==> src/logic/cprb_params.svh <==
`ifndef CPRB_PARAMS_SVH
`define CPRB_PARAMS_SVH

// timing
`define CPRB_MCLK_PERIOD_NS 100
`define CPRB_POR_BLOCK_NS 500000
`define CPRB_POR_BLOCK_CYCLES ((`CPRB_POR_BLOCK_NS + `CPRB_MCLK_PERIOD_NS - 1) / `CPRB_MCLK_PERIOD_NS)

// keys and port addresses
`define CPRB_KEY_ENTER 8'h55
`define CPRB_KEY_EXIT 8'haa
`define CPRB_PORT_STRAP_LO 8'h2e
`define CPRB_PORT_STRAP_HI 8'h4e
`define CPRB_PORT_ADDR_HIGH_RST 8'h00

// global indices
`define CPRB_IDX_CONFIG_CONTROL 8'h02
`define CPRB_IDX_RESERVED_A 8'h03
`define CPRB_IDX_BANK_SELECT 8'h07
`define CPRB_IDX_DEVICE_IDENTIFIER 8'h20
`define CPRB_IDX_DEVICE_REV 8'h21
`define CPRB_IDX_POWER_CONTROL 8'h22
`define CPRB_IDX_POWER_MGMT 8'h23
`define CPRB_IDX_OSC_CONTROL 8'h24
`define CPRB_IDX_PORT_ADDR_LOW 8'h26
`define CPRB_IDX_PORT_ADDR_HIGH 8'h27
`define CPRB_IDX_RESERVED_B 8'h28
`define CPRB_IDX_TEST_FIRST 8'h2a
`define CPRB_IDX_TEST_LAST 8'h2f
`define CPRB_IDX_GLOBAL_LAST 8'h2f
`define CPRB_SOFT_RESET_BIT 0

// banked indices
`define CPRB_IDX_ACTIVATE 8'h30
`define CPRB_IDX_BASE_HIGH 8'h60
`define CPRB_IDX_BASE_LOW 8'h61
`define CPRB_IDX_IRQ_SELECT 8'h70
`define CPRB_IDX_DMA_SELECT 8'h74
`define CPRB_IDX_MODE 8'hf0
`define CPRB_IDX_OPTION 8'hf1
`define CPRB_IDX_TYPE 8'hf2
`define CPRB_IDX_DRIVE0 8'hf4
`define CPRB_IDX_DRIVE1 8'hf5

// bank numbers
`define CPRB_BANK_FLOPPY 8'h00
`define CPRB_BANK_PRINTER 8'h03

// reset values
`define CPRB_RST_ZERO 8'h00
`define CPRB_RST_OSC 8'h04
`define CPRB_RST_FLOPPY_BASE_HIGH 8'h03
`define CPRB_RST_FLOPPY_BASE_LOW 8'hf0
`define CPRB_RST_FLOPPY_IRQ 8'h06
`define CPRB_RST_FLOPPY_DMA 8'h02
`define CPRB_RST_FLOPPY_MODE 8'h0e
`define CPRB_RST_FLOPPY_TYPE 8'hff
`define CPRB_RST_PRINTER_DMA 8'h04
`define CPRB_RST_PRINTER_MODE 8'h3c

`endif

==> src/logic/cprb_pkg.sv <==
package cprb_pkg;

  typedef enum logic {CPRB_RUN, CPRB_CONFIG} cprb_mode_type;

  typedef struct packed {
    logic [1:0] rst_sync;
    logic [1:0] strap_sync;
    logic rst_seen;
    logic [15:0] por_cnt;
    logic por_done;
    cprb_mode_type mode;
    logic [7:0] index;
    logic [7:0] bank;
    logic [7:0] power_control;
    logic [7:0] power_management;
    logic [7:0] oscillator_control;
    logic [7:0] port_low;
    logic [7:0] port_high;
    logic [7:0] test_f;
    logic [7:0] test_d;
    logic [7:0] test_e;
    logic [7:0] test_a;
    logic [7:0] test_b;
    logic [7:0] test_c;
    logic [7:0] fd_activate;
    logic [7:0] fd_base_high;
    logic [7:0] fd_base_low;
    logic [7:0] fd_irq;
    logic [7:0] fd_dma;
    logic [7:0] fd_mode;
    logic [7:0] fd_option;
    logic [7:0] fd_type;
    logic [7:0] fd_drive0;
    logic [7:0] fd_drive1;
    logic [7:0] pp_activate;
    logic [7:0] pp_base_high;
    logic [7:0] pp_base_low;
    logic [7:0] pp_irq;
    logic [7:0] pp_dma;
    logic [7:0] pp_mode;
    logic [7:0] rdata;
    logic ack;
  } cprb_state_type;

endpackage

==> src/logic/cprb_config_port.sv <==
`timescale 1ns/1ns
`include "cprb_params.svh"
`default_nettype none

module cprb_config_port
  import cprb_pkg::*;
#(
  parameter int POR_BLOCK_CYCLES = `CPRB_POR_BLOCK_CYCLES,
  parameter logic [7:0] DEVICE_IDENTIFIER = 8'h5a, // arbitrary value
  parameter logic [7:0] DEVICE_REV = 8'h01 // arbitrary value
)
(
  // clock and power-on reset
  input wire logic mclk,
  input wire logic rst_n,
  // pins
  input wire logic host_bus_reset_n,
  input wire logic strap_sel,
  // decoded host i/o cycles
  input wire logic [15:0] io_addr,
  input wire logic [7:0] io_wdata,
  input wire logic io_wr,
  input wire logic io_rd,
  output logic [7:0] io_rdata,
  output logic io_ack,
  // status
  output logic config_mode,
  output logic host_ready,
  // floppy bank settings
  output logic floppy_bank_active,
  output logic [15:0] floppy_bank_base,
  output logic [7:0] floppy_bank_irq,
  output logic [7:0] floppy_bank_dma,
  output logic [7:0] floppy_bank_mode,
  // printer bank settings
  output logic printer_active,
  output logic [15:0] printer_base,
  output logic [7:0] printer_irq,
  output logic [7:0] printer_dma,
  output logic [7:0] printer_mode
);

  cprb_state_type s_r;
  cprb_state_type s_nxt;

  function automatic logic [7:0] strap_port(input logic strap);
    strap_port = strap ? `CPRB_PORT_STRAP_HI : `CPRB_PORT_STRAP_LO;
  endfunction

  function automatic logic is_test(input logic [7:0] idx);
    is_test = (idx >= `CPRB_IDX_TEST_FIRST) && (idx <= `CPRB_IDX_TEST_LAST);
  endfunction

  function automatic logic [7:0] read_reg(input cprb_state_type s, input logic [7:0] idx);
    read_reg = 8'h00;
    if (idx <= `CPRB_IDX_GLOBAL_LAST)
    begin
      unique case (idx)
        `CPRB_IDX_BANK_SELECT: read_reg = s.bank;
        `CPRB_IDX_DEVICE_IDENTIFIER: read_reg = DEVICE_IDENTIFIER;
        `CPRB_IDX_DEVICE_REV: read_reg = DEVICE_REV;
        `CPRB_IDX_POWER_CONTROL: read_reg = s.power_control;
        `CPRB_IDX_POWER_MGMT: read_reg = s.power_management;
        `CPRB_IDX_OSC_CONTROL: read_reg = s.oscillator_control;
        `CPRB_IDX_PORT_ADDR_LOW: read_reg = s.port_low;
        `CPRB_IDX_PORT_ADDR_HIGH: read_reg = s.port_high;
        8'h2a: read_reg = s.test_f;
        8'h2b: read_reg = s.test_d;
        8'h2c: read_reg = s.test_e;
        8'h2d: read_reg = s.test_a;
        8'h2e: read_reg = s.test_b;
        8'h2f: read_reg = s.test_c;
        // control is write-only, reserved read zero
        default: read_reg = 8'h00;
      endcase
    end
    else if (s.bank == `CPRB_BANK_FLOPPY)
    begin
      unique case (idx)
        `CPRB_IDX_ACTIVATE: read_reg = s.fd_activate;
        `CPRB_IDX_BASE_HIGH: read_reg = s.fd_base_high;
        `CPRB_IDX_BASE_LOW: read_reg = s.fd_base_low;
        `CPRB_IDX_IRQ_SELECT: read_reg = s.fd_irq;
        `CPRB_IDX_DMA_SELECT: read_reg = s.fd_dma;
        `CPRB_IDX_MODE: read_reg = s.fd_mode;
        `CPRB_IDX_OPTION: read_reg = s.fd_option;
        `CPRB_IDX_TYPE: read_reg = s.fd_type;
        `CPRB_IDX_DRIVE0: read_reg = s.fd_drive0;
        `CPRB_IDX_DRIVE1: read_reg = s.fd_drive1;
        default: read_reg = 8'h00;
      endcase
    end
    else if (s.bank == `CPRB_BANK_PRINTER)
    begin
      unique case (idx)
        `CPRB_IDX_ACTIVATE: read_reg = s.pp_activate;
        `CPRB_IDX_BASE_HIGH: read_reg = s.pp_base_high;
        `CPRB_IDX_BASE_LOW: read_reg = s.pp_base_low;
        `CPRB_IDX_IRQ_SELECT: read_reg = s.pp_irq;
        `CPRB_IDX_DMA_SELECT: read_reg = s.pp_dma;
        `CPRB_IDX_MODE: read_reg = s.pp_mode;
        default: read_reg = 8'h00;
      endcase
    end
  endfunction

  // values loaded by any reset that defines a soft value
  function automatic cprb_state_type soft_reset(input cprb_state_type s);
    soft_reset = s;
    soft_reset.bank = `CPRB_RST_ZERO;
    soft_reset.power_control = `CPRB_RST_ZERO;
    soft_reset.fd_activate = `CPRB_RST_ZERO;
    soft_reset.fd_base_high = `CPRB_RST_FLOPPY_BASE_HIGH;
    soft_reset.fd_base_low = `CPRB_RST_FLOPPY_BASE_LOW;
    soft_reset.fd_irq = `CPRB_RST_FLOPPY_IRQ;
    soft_reset.fd_dma = `CPRB_RST_FLOPPY_DMA;
    soft_reset.pp_activate = `CPRB_RST_ZERO;
    soft_reset.pp_base_high = `CPRB_RST_ZERO;
    soft_reset.pp_base_low = `CPRB_RST_ZERO;
    soft_reset.pp_irq = `CPRB_RST_ZERO;
    soft_reset.pp_dma = `CPRB_RST_PRINTER_DMA;
  endfunction

  // hard reset: soft values plus the rest, tests kept
  function automatic cprb_state_type hard_reset(input cprb_state_type s);
    hard_reset = soft_reset(s);
    hard_reset.mode = CPRB_RUN;
    hard_reset.index = 8'h00;
    hard_reset.power_management = `CPRB_RST_ZERO;
    hard_reset.oscillator_control = `CPRB_RST_OSC;
    hard_reset.port_high = `CPRB_PORT_ADDR_HIGH_RST;
    hard_reset.fd_mode = `CPRB_RST_FLOPPY_MODE;
    hard_reset.fd_option = `CPRB_RST_ZERO;
    hard_reset.fd_type = `CPRB_RST_FLOPPY_TYPE;
    hard_reset.fd_drive0 = `CPRB_RST_ZERO;
    hard_reset.fd_drive1 = `CPRB_RST_ZERO;
    hard_reset.pp_mode = `CPRB_RST_PRINTER_MODE;
  endfunction

  // full power-on image; port low byte follows the strap when the block ends
  function automatic cprb_state_type power_on_state();
    power_on_state = '0;
    power_on_state.rst_sync = 2'b11;
    power_on_state.strap_sync = 2'b00;
    power_on_state.rst_seen = 1'b0;
    power_on_state.por_cnt = 16'h0000;
    power_on_state.por_done = 1'b0;
    power_on_state.mode = CPRB_RUN;
    power_on_state.index = 8'h00;
    power_on_state.bank = `CPRB_RST_ZERO;
    power_on_state.power_control = `CPRB_RST_ZERO;
    power_on_state.power_management = `CPRB_RST_ZERO;
    power_on_state.oscillator_control = `CPRB_RST_OSC;
    power_on_state.port_low = `CPRB_PORT_STRAP_LO;
    power_on_state.port_high = `CPRB_PORT_ADDR_HIGH_RST;
    power_on_state.test_f = `CPRB_RST_ZERO;
    power_on_state.test_d = `CPRB_RST_ZERO;
    power_on_state.test_e = `CPRB_RST_ZERO;
    power_on_state.test_a = `CPRB_RST_ZERO;
    power_on_state.test_b = `CPRB_RST_ZERO;
    power_on_state.test_c = `CPRB_RST_ZERO;
    power_on_state.fd_activate = `CPRB_RST_ZERO;
    power_on_state.fd_base_high = `CPRB_RST_FLOPPY_BASE_HIGH;
    power_on_state.fd_base_low = `CPRB_RST_FLOPPY_BASE_LOW;
    power_on_state.fd_irq = `CPRB_RST_FLOPPY_IRQ;
    power_on_state.fd_dma = `CPRB_RST_FLOPPY_DMA;
    power_on_state.fd_mode = `CPRB_RST_FLOPPY_MODE;
    power_on_state.fd_option = `CPRB_RST_ZERO;
    power_on_state.fd_type = `CPRB_RST_FLOPPY_TYPE;
    power_on_state.fd_drive0 = `CPRB_RST_ZERO;
    power_on_state.fd_drive1 = `CPRB_RST_ZERO;
    power_on_state.pp_activate = `CPRB_RST_ZERO;
    power_on_state.pp_base_high = `CPRB_RST_ZERO;
    power_on_state.pp_base_low = `CPRB_RST_ZERO;
    power_on_state.pp_irq = `CPRB_RST_ZERO;
    power_on_state.pp_dma = `CPRB_RST_PRINTER_DMA;
    power_on_state.pp_mode = `CPRB_RST_PRINTER_MODE;
    power_on_state.rdata = 8'h00;
    power_on_state.ack = 1'b0;
  endfunction

  logic [15:0] port_addr;
  logic [15:0] data_addr;
  logic hard_active;
  logic por_open;
  logic hit_index;
  logic hit_data;
  logic wr_index;
  logic wr_data;
  logic rd_index;
  logic rd_data;

  // host cycle decode, settled before the state update reads it
  always_comb
  begin
    port_addr = {s_r.port_high, s_r.port_low};
    data_addr = port_addr + 16'h0001;
    hard_active = !s_r.rst_sync[1];
    por_open = s_r.por_done && !hard_active;
    hit_index = por_open && (io_addr == port_addr);
    hit_data = por_open && (s_r.mode == CPRB_CONFIG) && (io_addr == data_addr);
    wr_index = io_wr && hit_index;
    wr_data = io_wr && hit_data;
    rd_index = io_rd && hit_index && (s_r.mode == CPRB_CONFIG);
    rd_data = io_rd && hit_data;
  end

  always_comb
  begin
    s_nxt = s_r;
    s_nxt.rst_sync = {s_r.rst_sync[0], host_bus_reset_n};
    s_nxt.strap_sync = {s_r.strap_sync[0], strap_sel};
    s_nxt.rst_seen = s_r.rst_sync[1];
    s_nxt.ack = 1'b0;
    // power-on block, strap taken when it ends
    if (!s_r.por_done)
    begin
      if (s_r.por_cnt >= 16'(POR_BLOCK_CYCLES - 1))
      begin
        s_nxt.por_done = 1'b1;
        s_nxt.port_low = strap_port(s_r.strap_sync[1]);
      end
      else
      begin
        s_nxt.por_cnt = s_r.por_cnt + 16'h0001;
      end
    end
    if (hard_active)
    begin
      s_nxt = hard_reset(s_nxt);
      if (s_r.rst_seen)
      begin
        s_nxt.port_low = strap_port(s_r.strap_sync[1]);
      end
    end
    else if (wr_index)
    begin
      if (s_r.mode == CPRB_RUN)
      begin
        if (io_wdata == `CPRB_KEY_ENTER)
        begin
          s_nxt.mode = CPRB_CONFIG;
        end
      end
      else if (io_wdata == `CPRB_KEY_EXIT)
      begin
        s_nxt.mode = CPRB_RUN;
        s_nxt.ack = 1'b1;
      end
      else
      begin
        s_nxt.index = io_wdata;
        s_nxt.ack = 1'b1;
      end
    end
    else if (wr_data)
    begin
      s_nxt.ack = 1'b1;
      if (s_r.index <= `CPRB_IDX_GLOBAL_LAST)
      begin
        unique case (s_r.index)
          `CPRB_IDX_CONFIG_CONTROL:
          begin
            if (io_wdata[`CPRB_SOFT_RESET_BIT])
            begin
              s_nxt = soft_reset(s_nxt);
            end
          end
          `CPRB_IDX_BANK_SELECT: s_nxt.bank = io_wdata;
          `CPRB_IDX_POWER_CONTROL: s_nxt.power_control = io_wdata;
          `CPRB_IDX_POWER_MGMT: s_nxt.power_management = io_wdata;
          `CPRB_IDX_OSC_CONTROL: s_nxt.oscillator_control = io_wdata;
          `CPRB_IDX_PORT_ADDR_LOW: s_nxt.port_low = io_wdata;
          `CPRB_IDX_PORT_ADDR_HIGH: s_nxt.port_high = io_wdata;
          8'h2a: s_nxt.test_f = io_wdata;
          8'h2b: s_nxt.test_d = io_wdata;
          8'h2c: s_nxt.test_e = io_wdata;
          8'h2d: s_nxt.test_a = io_wdata;
          8'h2e: s_nxt.test_b = io_wdata;
          8'h2f: s_nxt.test_c = io_wdata;
          // id, revision and reserved ignore writes
          default: s_nxt.ack = 1'b1;
        endcase
      end
      else if (s_r.bank == `CPRB_BANK_FLOPPY)
      begin
        unique case (s_r.index)
          `CPRB_IDX_ACTIVATE: s_nxt.fd_activate = io_wdata;
          `CPRB_IDX_BASE_HIGH: s_nxt.fd_base_high = io_wdata;
          `CPRB_IDX_BASE_LOW: s_nxt.fd_base_low = io_wdata;
          `CPRB_IDX_IRQ_SELECT: s_nxt.fd_irq = io_wdata;
          `CPRB_IDX_DMA_SELECT: s_nxt.fd_dma = io_wdata;
          `CPRB_IDX_MODE: s_nxt.fd_mode = io_wdata;
          `CPRB_IDX_OPTION: s_nxt.fd_option = io_wdata;
          `CPRB_IDX_TYPE: s_nxt.fd_type = io_wdata;
          `CPRB_IDX_DRIVE0: s_nxt.fd_drive0 = io_wdata;
          `CPRB_IDX_DRIVE1: s_nxt.fd_drive1 = io_wdata;
          default: s_nxt.ack = 1'b1;
        endcase
      end
      else if (s_r.bank == `CPRB_BANK_PRINTER)
      begin
        unique case (s_r.index)
          `CPRB_IDX_ACTIVATE: s_nxt.pp_activate = io_wdata;
          `CPRB_IDX_BASE_HIGH: s_nxt.pp_base_high = io_wdata;
          `CPRB_IDX_BASE_LOW: s_nxt.pp_base_low = io_wdata;
          `CPRB_IDX_IRQ_SELECT: s_nxt.pp_irq = io_wdata;
          `CPRB_IDX_DMA_SELECT: s_nxt.pp_dma = io_wdata;
          `CPRB_IDX_MODE: s_nxt.pp_mode = io_wdata;
          default: s_nxt.ack = 1'b1;
        endcase
      end
    end
    else if (rd_index)
    begin
      s_nxt.rdata = s_r.index;
      s_nxt.ack = 1'b1;
    end
    else if (rd_data)
    begin
      s_nxt.rdata = read_reg(s_r, s_r.index);
      s_nxt.ack = 1'b1;
    end
  end

  always_ff @(posedge mclk)
  begin
    if (!rst_n)
    begin
      s_r <= power_on_state();
    end
    else
    begin
      s_r <= s_nxt;
    end
  end

  assign io_rdata = s_r.rdata;
  assign io_ack = s_r.ack;
  assign config_mode = (s_r.mode == CPRB_CONFIG);
  assign host_ready = s_r.por_done;
  assign floppy_bank_active = s_r.fd_activate[0];
  assign floppy_bank_base = {s_r.fd_base_high, s_r.fd_base_low};
  assign floppy_bank_irq = s_r.fd_irq;
  assign floppy_bank_dma = s_r.fd_dma;
  assign floppy_bank_mode = s_r.fd_mode;
  assign printer_active = s_r.pp_activate[0];
  assign printer_base = {s_r.pp_base_high, s_r.pp_base_low};
  assign printer_irq = s_r.pp_irq;
  assign printer_dma = s_r.pp_dma;
  assign printer_mode = s_r.pp_mode;

endmodule

`default_nettype wire

==> config.mk <==
export PLATFORM = sky130hd
export DESIGN_NAME = cprb_config_port
export DESIGN_NICKNAME = d
export VERILOG_FILES = /design/src/logic/cprb_pkg.sv /design/src/logic/cprb_config_port.sv
export VERILOG_INCLUDE_DIRS = /design/src /design/src/logic
export SDC_FILE = /design/constraint.sdc
export NUM_CORES = 1
export LEC_CHECK = 0
export ABC_AREA = 1
export BUFFER_PORTS_ARGS = -buffer_cell sky130_fd_sc_hd__buf_2
export CAP_MARGIN = 20
export CORE_MARGIN = 2
export CORE_UTILIZATION = 25
export DETAILED_ROUTE_END_ITERATION = 8
export GPL_TIMING_DRIVEN = 0
export PLACE_DENSITY = 0.39
export SLEW_MARGIN = 20
export SYNTH_ARGS = -nofsm -noshare
export SYNTH_HDL_FRONTEND = slang
export SYNTH_SLANG_ARGS = --single-unit
export TNS_END_PERCENT = 30
==> constraint.sdc <==
create_clock -name mclk -period 2.4 [get_ports mclk]
set_input_delay 0.12 -clock mclk [delete_from_list [all_inputs] [get_ports mclk]]
set_output_delay 0.12 -clock mclk [all_outputs]
set_load 0.01 [all_outputs]
==> results of run 1 <==
==> worst min path at each step <==
stage	to	depth (start not counted)
floorplan	s_r[260]$_SDFF_PN0_	2
global placement	s_r[260]$_SDFF_PN0_	3
detailed placement	s_r[260]$_SDFF_PN0_	3
CTS	s_r[255]$_SDFFE_PN0P_	3
global route	s_r[255]$_SDFFE_PN0P_	3
finish	s_r[255]$_SDFFE_PN0P_	3
==> metal layers <==
layer  GRT usage, %  routed length (um)
met1           28.0               29200
met2           34.7               30000
met3           2.83                3420
met4           7.17                2180
met5              0                   0
==> metrics by stage <==
| step | hold slack [ns] | total power, uW | utilization, % |
|---|---|---|---|
| after detailed placement | 0.311 | 4920 | 28.0 |
| after global placement | 0.303 | 4920 | 28.0 |
| after floorplan | 0.218 | 4720 | - |
| final | 0.00929 | 10400 | 33.8 |
| after CTS | 0.0184 | 10400 | 33.0 |
| after global routing | 0.0651 | 10600 | 33.8 |
==> area by class of cell <==
cell class	instances	share of cell area [%]
plain buffers	181	6.96
clock buffers	56	5.46
clock inverters	6	0.558
inverters	221	4.46
multi-input cells	1716	43.2
flip-flops and latches	264	27.2
well taps	765	4.91
repair buffers	199	7.25
==> synth_stat cells (all sizes together), types with 3 or more instances <==
library cell	number	area [um^2]
buf	121	833
nand2	710	2670
xor2	12	105
clkinv	6	23.8
dfxtp	264	5290
a21oi	64	320
or2	7	43.8
nor2	458	1780
nor3	36	185
nor4	5	31.3
inv	215	807
o211ai	4	30.0
xnor2	5	43.8
clkbuf	60	225
o21ai	113	566
nand3b	3	22.5
o22ai	4	25.0
o21bai	8	60.1
nor3b	9	67.6
nand3	238	1240
nand4	34	234
==> registers in the layout, indices dropped and copies added (netlist names) <==
name                count
printer_mode            8
floppy_bank_base       16
io_rdata                8
s_r                   155
port_addr              16
floppy_bank_irq         8
printer_irq             8
printer_active          1
floppy_bank_dma         8
printer_dma             8
floppy_bank_mode        8
printer_base           16
host_ready              1
config_mode             1
io_ack                  1
floppy_bank_active      1
==> where the power goes <==
group          internal, uW  total, uW  switching, uW
Clock                  3350       5490           2140
Combinational           106        454            348
Sequential             4390       4410           15.7
Total                  7850      10400           2500
==> what timing repair did <==
item / CTS / global route
pin swaps: 77 / 22
hold buffers: 3 / 0
setup buffers: 59 / 13
resized for setup: 342 / 102
gates cloned: 7 / 1
endpoints found under the setup margin: 242 / 242
endpoints found under the hold margin: 3 / 0
==> critical path, cell delays in order, from the launching register on <==
cell and delay, ns:
dfxtp_4 0.38, ha_4 0.16, nand3_4 0.07, nor2_4 0.21, buf_4 0.16, nand3_1 0.06, nand2_1 0.07, nand3_1 0.12
nor2_4 0.18, nand3_4 0.21, buf_4 0.24, buf_6 0.11, nor2_4 0.15, buf_6 0.16, nand2_1 0.05, nand2_1 0.07
nor2_1 0.04
==> cells by family after synthesis <==
| group | after synthesis | share of synthesized area (%) |
|---|---|---|
| xor gates and xnor gates | 17 | 1.02 |
| adders and majority gates | 2 | 0.171 |
| and+or+nand+nor | 1501 | 42.9 |
| DFF | 264 | 36.1 |
| AOI/OAI and AO/OA | 195 | 6.93 |
| buffers and inverters | 402 | 12.9 |
==> results_dict.tcl, run 1 <==
set metrics [dict create \
    vias 15956 \
    diodes 0 \
    most-common-layout-cells "663 x nand2_1, 395 x nor2_1, 248 x dfxtp_1" \
    fillers 6337 \
    power_leakage_uw 0.00893 \
    root_buffer "clkbuf_16" \
    ys_ff_latch 264 \
    routedWlPerCell_um 19.0 \
    drv_cap 0 \
    period_share_pct 108 \
    seqCellArea_um2 5310 \
    preCtsSetupSlack_ns -0.967 \
    clk_pin_slew_ns 0.06 \
    cp-start-kind "register" \
    drt_drc_violations_left 0 \
    routed_wl_mm 64.8 \
    worst_pin_slew_ns 1.06 \
    r2r_start "port_addr[0]$_SDFF_PN0_" \
    clkSinkCount 264 \
    grt_max_degree 12 \
    vias_per_cell 4.68 \
    cts-htree-levels 2 \
    synth_cell_types 40 \
    dp.cells 3263 \
    cts_buffers 35 \
    status "finished with violations" \
    syn_nets 2413 \
    pwr_density_cell_nw_per_um2 531 \
    antenna_found_initial 0 \
    die-area_um2 60500 \
    cp_max_fo 10 \
    required_ns 2.84 \
    synth_edf_count 0 \
    clk_latency_ns 0.55 \
    setup_violations 159 \
    gp_congestion 0.895 \
    dieWidth_um 246 \
    fmax_ghz 0.388 \
    grt_overflow 0 \
    cp-end-kind "register" \
    cp-endpoint "s_r[157]$_SDFFE_PN0P_" \
    slew_headroom_pct 29.0 \
    grtUsageTotal_pct 21.0 \
    hp-start "rst_n" \
    fin_ws_ns -0.180 \
    clock_skew_ns 0.0259 \
    io_pins 123 \
    multi_input_area_um2 8430 \
    critPathArrivalTime_ns 3.02 \
    final_cells 3408 \
    yosys_most_used_dff "dfxtp_1" \
    dr.pass1.iters 5 \
    area_growth_pct 33.3 \
    cts_tree "done" \
    async_flop_share_pct 0 \
    grt_first_pass_wirelength_mm 95.5 \
    drtIter0Drc 1012 \
    io_buffer_count 117 \
    row_count 88 \
    period_minus_slack_ns 2.58 \
    final_antenna_net_count 0 \
    rsz0062_at_grt "yes" \
    place_area_um2 16200 \
    r2r_cells 16 \
    crit_start "port_addr[0]$_SDFF_PN0_" \
    min_path_type "primary input to register" \
    synth_cells 2381 \
    core-area_um2 57800 \
    clockBufferDepth 3 \
    slew_viol_final 0 \
    yosysSeqAreaShare_pct 36.1 \
    vdd_drop_max_mv 0.397 \
    synth.avg_cell_area_um2 6.15 \
    final_common_cell "nand2_1" \
    crit_type "register to register" \
    die_h_um 246 \
    dpl.hpwl_mm 47.5 \
    grt_pass1_vias 15076 \
    final_area_um2 19500 \
    start_util_pct 25.3 \
    hold_viol 0 \
    syn_area_um2 14600 \
    finalNetCount 2650 \
    fin_tns_setup_ns -11.72 \
    r2r_slack_ns -0.18 \
    violations "setup timing" \
    r2r-end "s_r[157]$_SDFFE_PN0P_" \
    yosysWarnings 0 \
    drive_gt1_share_pct 23.5 \
]
Power figures use the tool's default switching activity.
==> inputs of run 2 (changes only) <==
CORE_ASPECT_RATIO = 0.5   (was unset)
CORE_MARGIN = 1   (was 2)
GPL_ROUTABILITY_DRIVEN = 1   (was unset)
==> results_dict.tcl, run 2 (synthesized netlist as in run 1, its figures left out) <==
set metrics [dict create \
    clk_pin_slew_ns 0.06 \
    clkSinkCount 264 \
    min_path_type "primary input to register" \
    grt_max_degree 14 \
    gp_congestion 0.938 \
    max_stage_delay_ns 0.38 \
    vias_per_cell 4.66 \
    fin_ws_ns -0.107 \
    crit_type "register to register" \
    rsz0062_at_grt "yes" \
    final_common_cell "nand2_1" \
    vias 15819 \
    final_antenna_net_count 0 \
    use_met1_pct 30.1 \
    dr.pass1.iters 5 \
    grtUsageTotal_pct 20.9 \
    cp-end-kind "register" \
    die_h_um 173 \
    period_minus_slack_ns 2.51 \
    worstPathCellList "ha_4 -> nand3_4 -> nor2_4 -> buf_6 -> nand4_1 -> nand2_2 -> nand3_2 -> nor2_4 -> nand3_4 -> clkinv_4 -> buf_12 -> nand3_4 -> clkbuf_16 -> nand2_2 -> nand3_1" \
    cts_buffers 28 \
    pwr_density_cell_nw_per_um2 514 \
    cp-start-kind "register" \
    hold_viol 0 \
    grt_first_pass_wirelength_mm 94.7 \
    critPathArrivalTime_ns 2.94 \
    period_share_pct 104 \
    preCtsSetupSlack_ns -0.966 \
    start_util_pct 25.4 \
    die-area_um2 59600 \
    cp_max_fo 6 \
    most-common-layout-cells "655 x nand2_1, 385 x nor2_1, 251 x dfxtp_1" \
    setup_violations 142 \
    regMostFlops "s_r" \
    antenna_found_initial 0 \
    io_buffer_count 117 \
    drv_cap 0 \
    hold_slack_ns 0.00552 \
    row_count 62 \
    cpMostUsedCell "nand3_4" \
    status "finished with violations" \
    routed_wl_mm 64.0 \
    grt_overflow 0 \
    crit_path_top_delay_cell "dfxtp_4" \
    violations "setup timing" \
    dpl.hpwl_mm 46.4 \
    clockBufferDepth 3 \
    vdd_drop_max_mv 0.483 \
    worst_pin_slew_ns 1.17 \
    top_usage_layer "met2" \
    cp_top_family "simple AND/OR/NAND/NOR gates" \
    use_met2_pct 33.6 \
    cts-htree-levels 1 \
    fmax_ghz 0.399 \
    slew_headroom_pct 22.3 \
    clock_skew_ns 0.0163 \
    dieWidth_um 344 \
    root_buffer "clkbuf_16" \
    io_pins 123 \
    required_ns 2.83 \
    drtIter0Drc 1188 \
    slew_viol_final 0 \
    path_buf_inv 4 \
    area_growth_pct 32.5 \
    fin_util_pct 33.7 \
    cts_tree "done" \
    diodes 0 \
    gr-usage-met3_pct 2.69 \
    routedWlPerCell_um 18.8 \
    core-area_um2 57600 \
    finalNetCount 2637 \
    drt_drc_violations_left 0 \
    grt_pass1_vias 15006 \
    clk_latency_ns 0.58 \
    largest_register_ffs 155 \
    power_leakage_uw 0.00885 \
    drive_gt1_share_pct 24.2 \
]
-- run 2: cell types whose count changed in the layout (fill, tap and decap cells not counted), moves of 6 or more --
cell	before	now
a21oi_1	58	48
a21oi_2	5	15
nor2_1	395	385
o21ai_1	33	23
o21ai_2	10	20
nor2_2	27	36
buf_6	38	30
clkbuf_8	17	9
nand2_1	663	655
buf_4	139	133
nand2_2	33	39
-- run 2: per-stage QoR --
step           TNS (ns)  cell area [um^2]  instances  power, uW
2_1_floorplan         0             14600       2381       4720
5_1_grt          -32.99             19400       3395      10300
4_1_cts          -15.90             18700       3369      10100
3_3_place_gp    -178.87             16200       3266       4920
6_report          -7.81             19400       3395       9980
3_5_place_dp    -173.96             16200       3267       4920
-- run 2: cell type report --
cell class              count  area, um^2
plain buffers             181        1350
clock buffers              39         813
clock inverters            13         240
fillers                  6439       38200
inverters                 221         877
multi-input cells        1716        8470
flip-flops and latches    264        5310
well taps                 768         961
repair buffers            193        1370
-- run 2: worst register-to-register path: cells and delay by family, from the launching register on --
family	cells	cell delay [ns]
buffers and inverters	4	0.64
flip-flops	1	0.38
AND/OR/NAND/NOR	10	1.16
adder cells (fa/ha/maj)	1	0.16
-- run 2: power by group --
part           internal, uW  switching (uW)  total, uW  leakage, uW
logic                   105             350        455      0.00619
clock network          3110            2010       5120     0.000522
registers              4390            15.5       4400      0.00213
total                  7600            2370       9980      0.00885
-- run 2: repair_timing --
action                                  CTS  global route
hold buffers                              5             0
buffers inserted                         42            19
pin swaps                                80            47
endpoints found under the setup margin  242           244
gates cloned                              3             7
gates resized for setup                 314           152
hold endpoints to repair                  4             0
-- run 2: worst paths after layout --
| check | startpoint | to | slack (ns) | cells past startpoint |
|---|---|---|---|---|
| max | port_addr[0]$_SDFF_PN0_ | floppy_bank_mode[1]$_SDFFE_PN1P_ | -0.11 | 15 |
| min | rst_n | s_r[255]$_SDFFE_PN0P_ | 0.006 | 3 |
| max reg2reg | port_addr[0]$_SDFF_PN0_ | floppy_bank_mode[1]$_SDFFE_PN1P_ | -0.11 | 15 |
| min reg2reg | s_r[262]$_SDFF_PN1_ | s_r[263]$_SDFF_PN1_ | 0.41 | 1 |
-- run 2: layer usage --
layer	wire (um)	vias up
li1	-	7878
met1	30900	7492
met2	28900	379
met3	3160	70
met4	976	0
met5	0	-
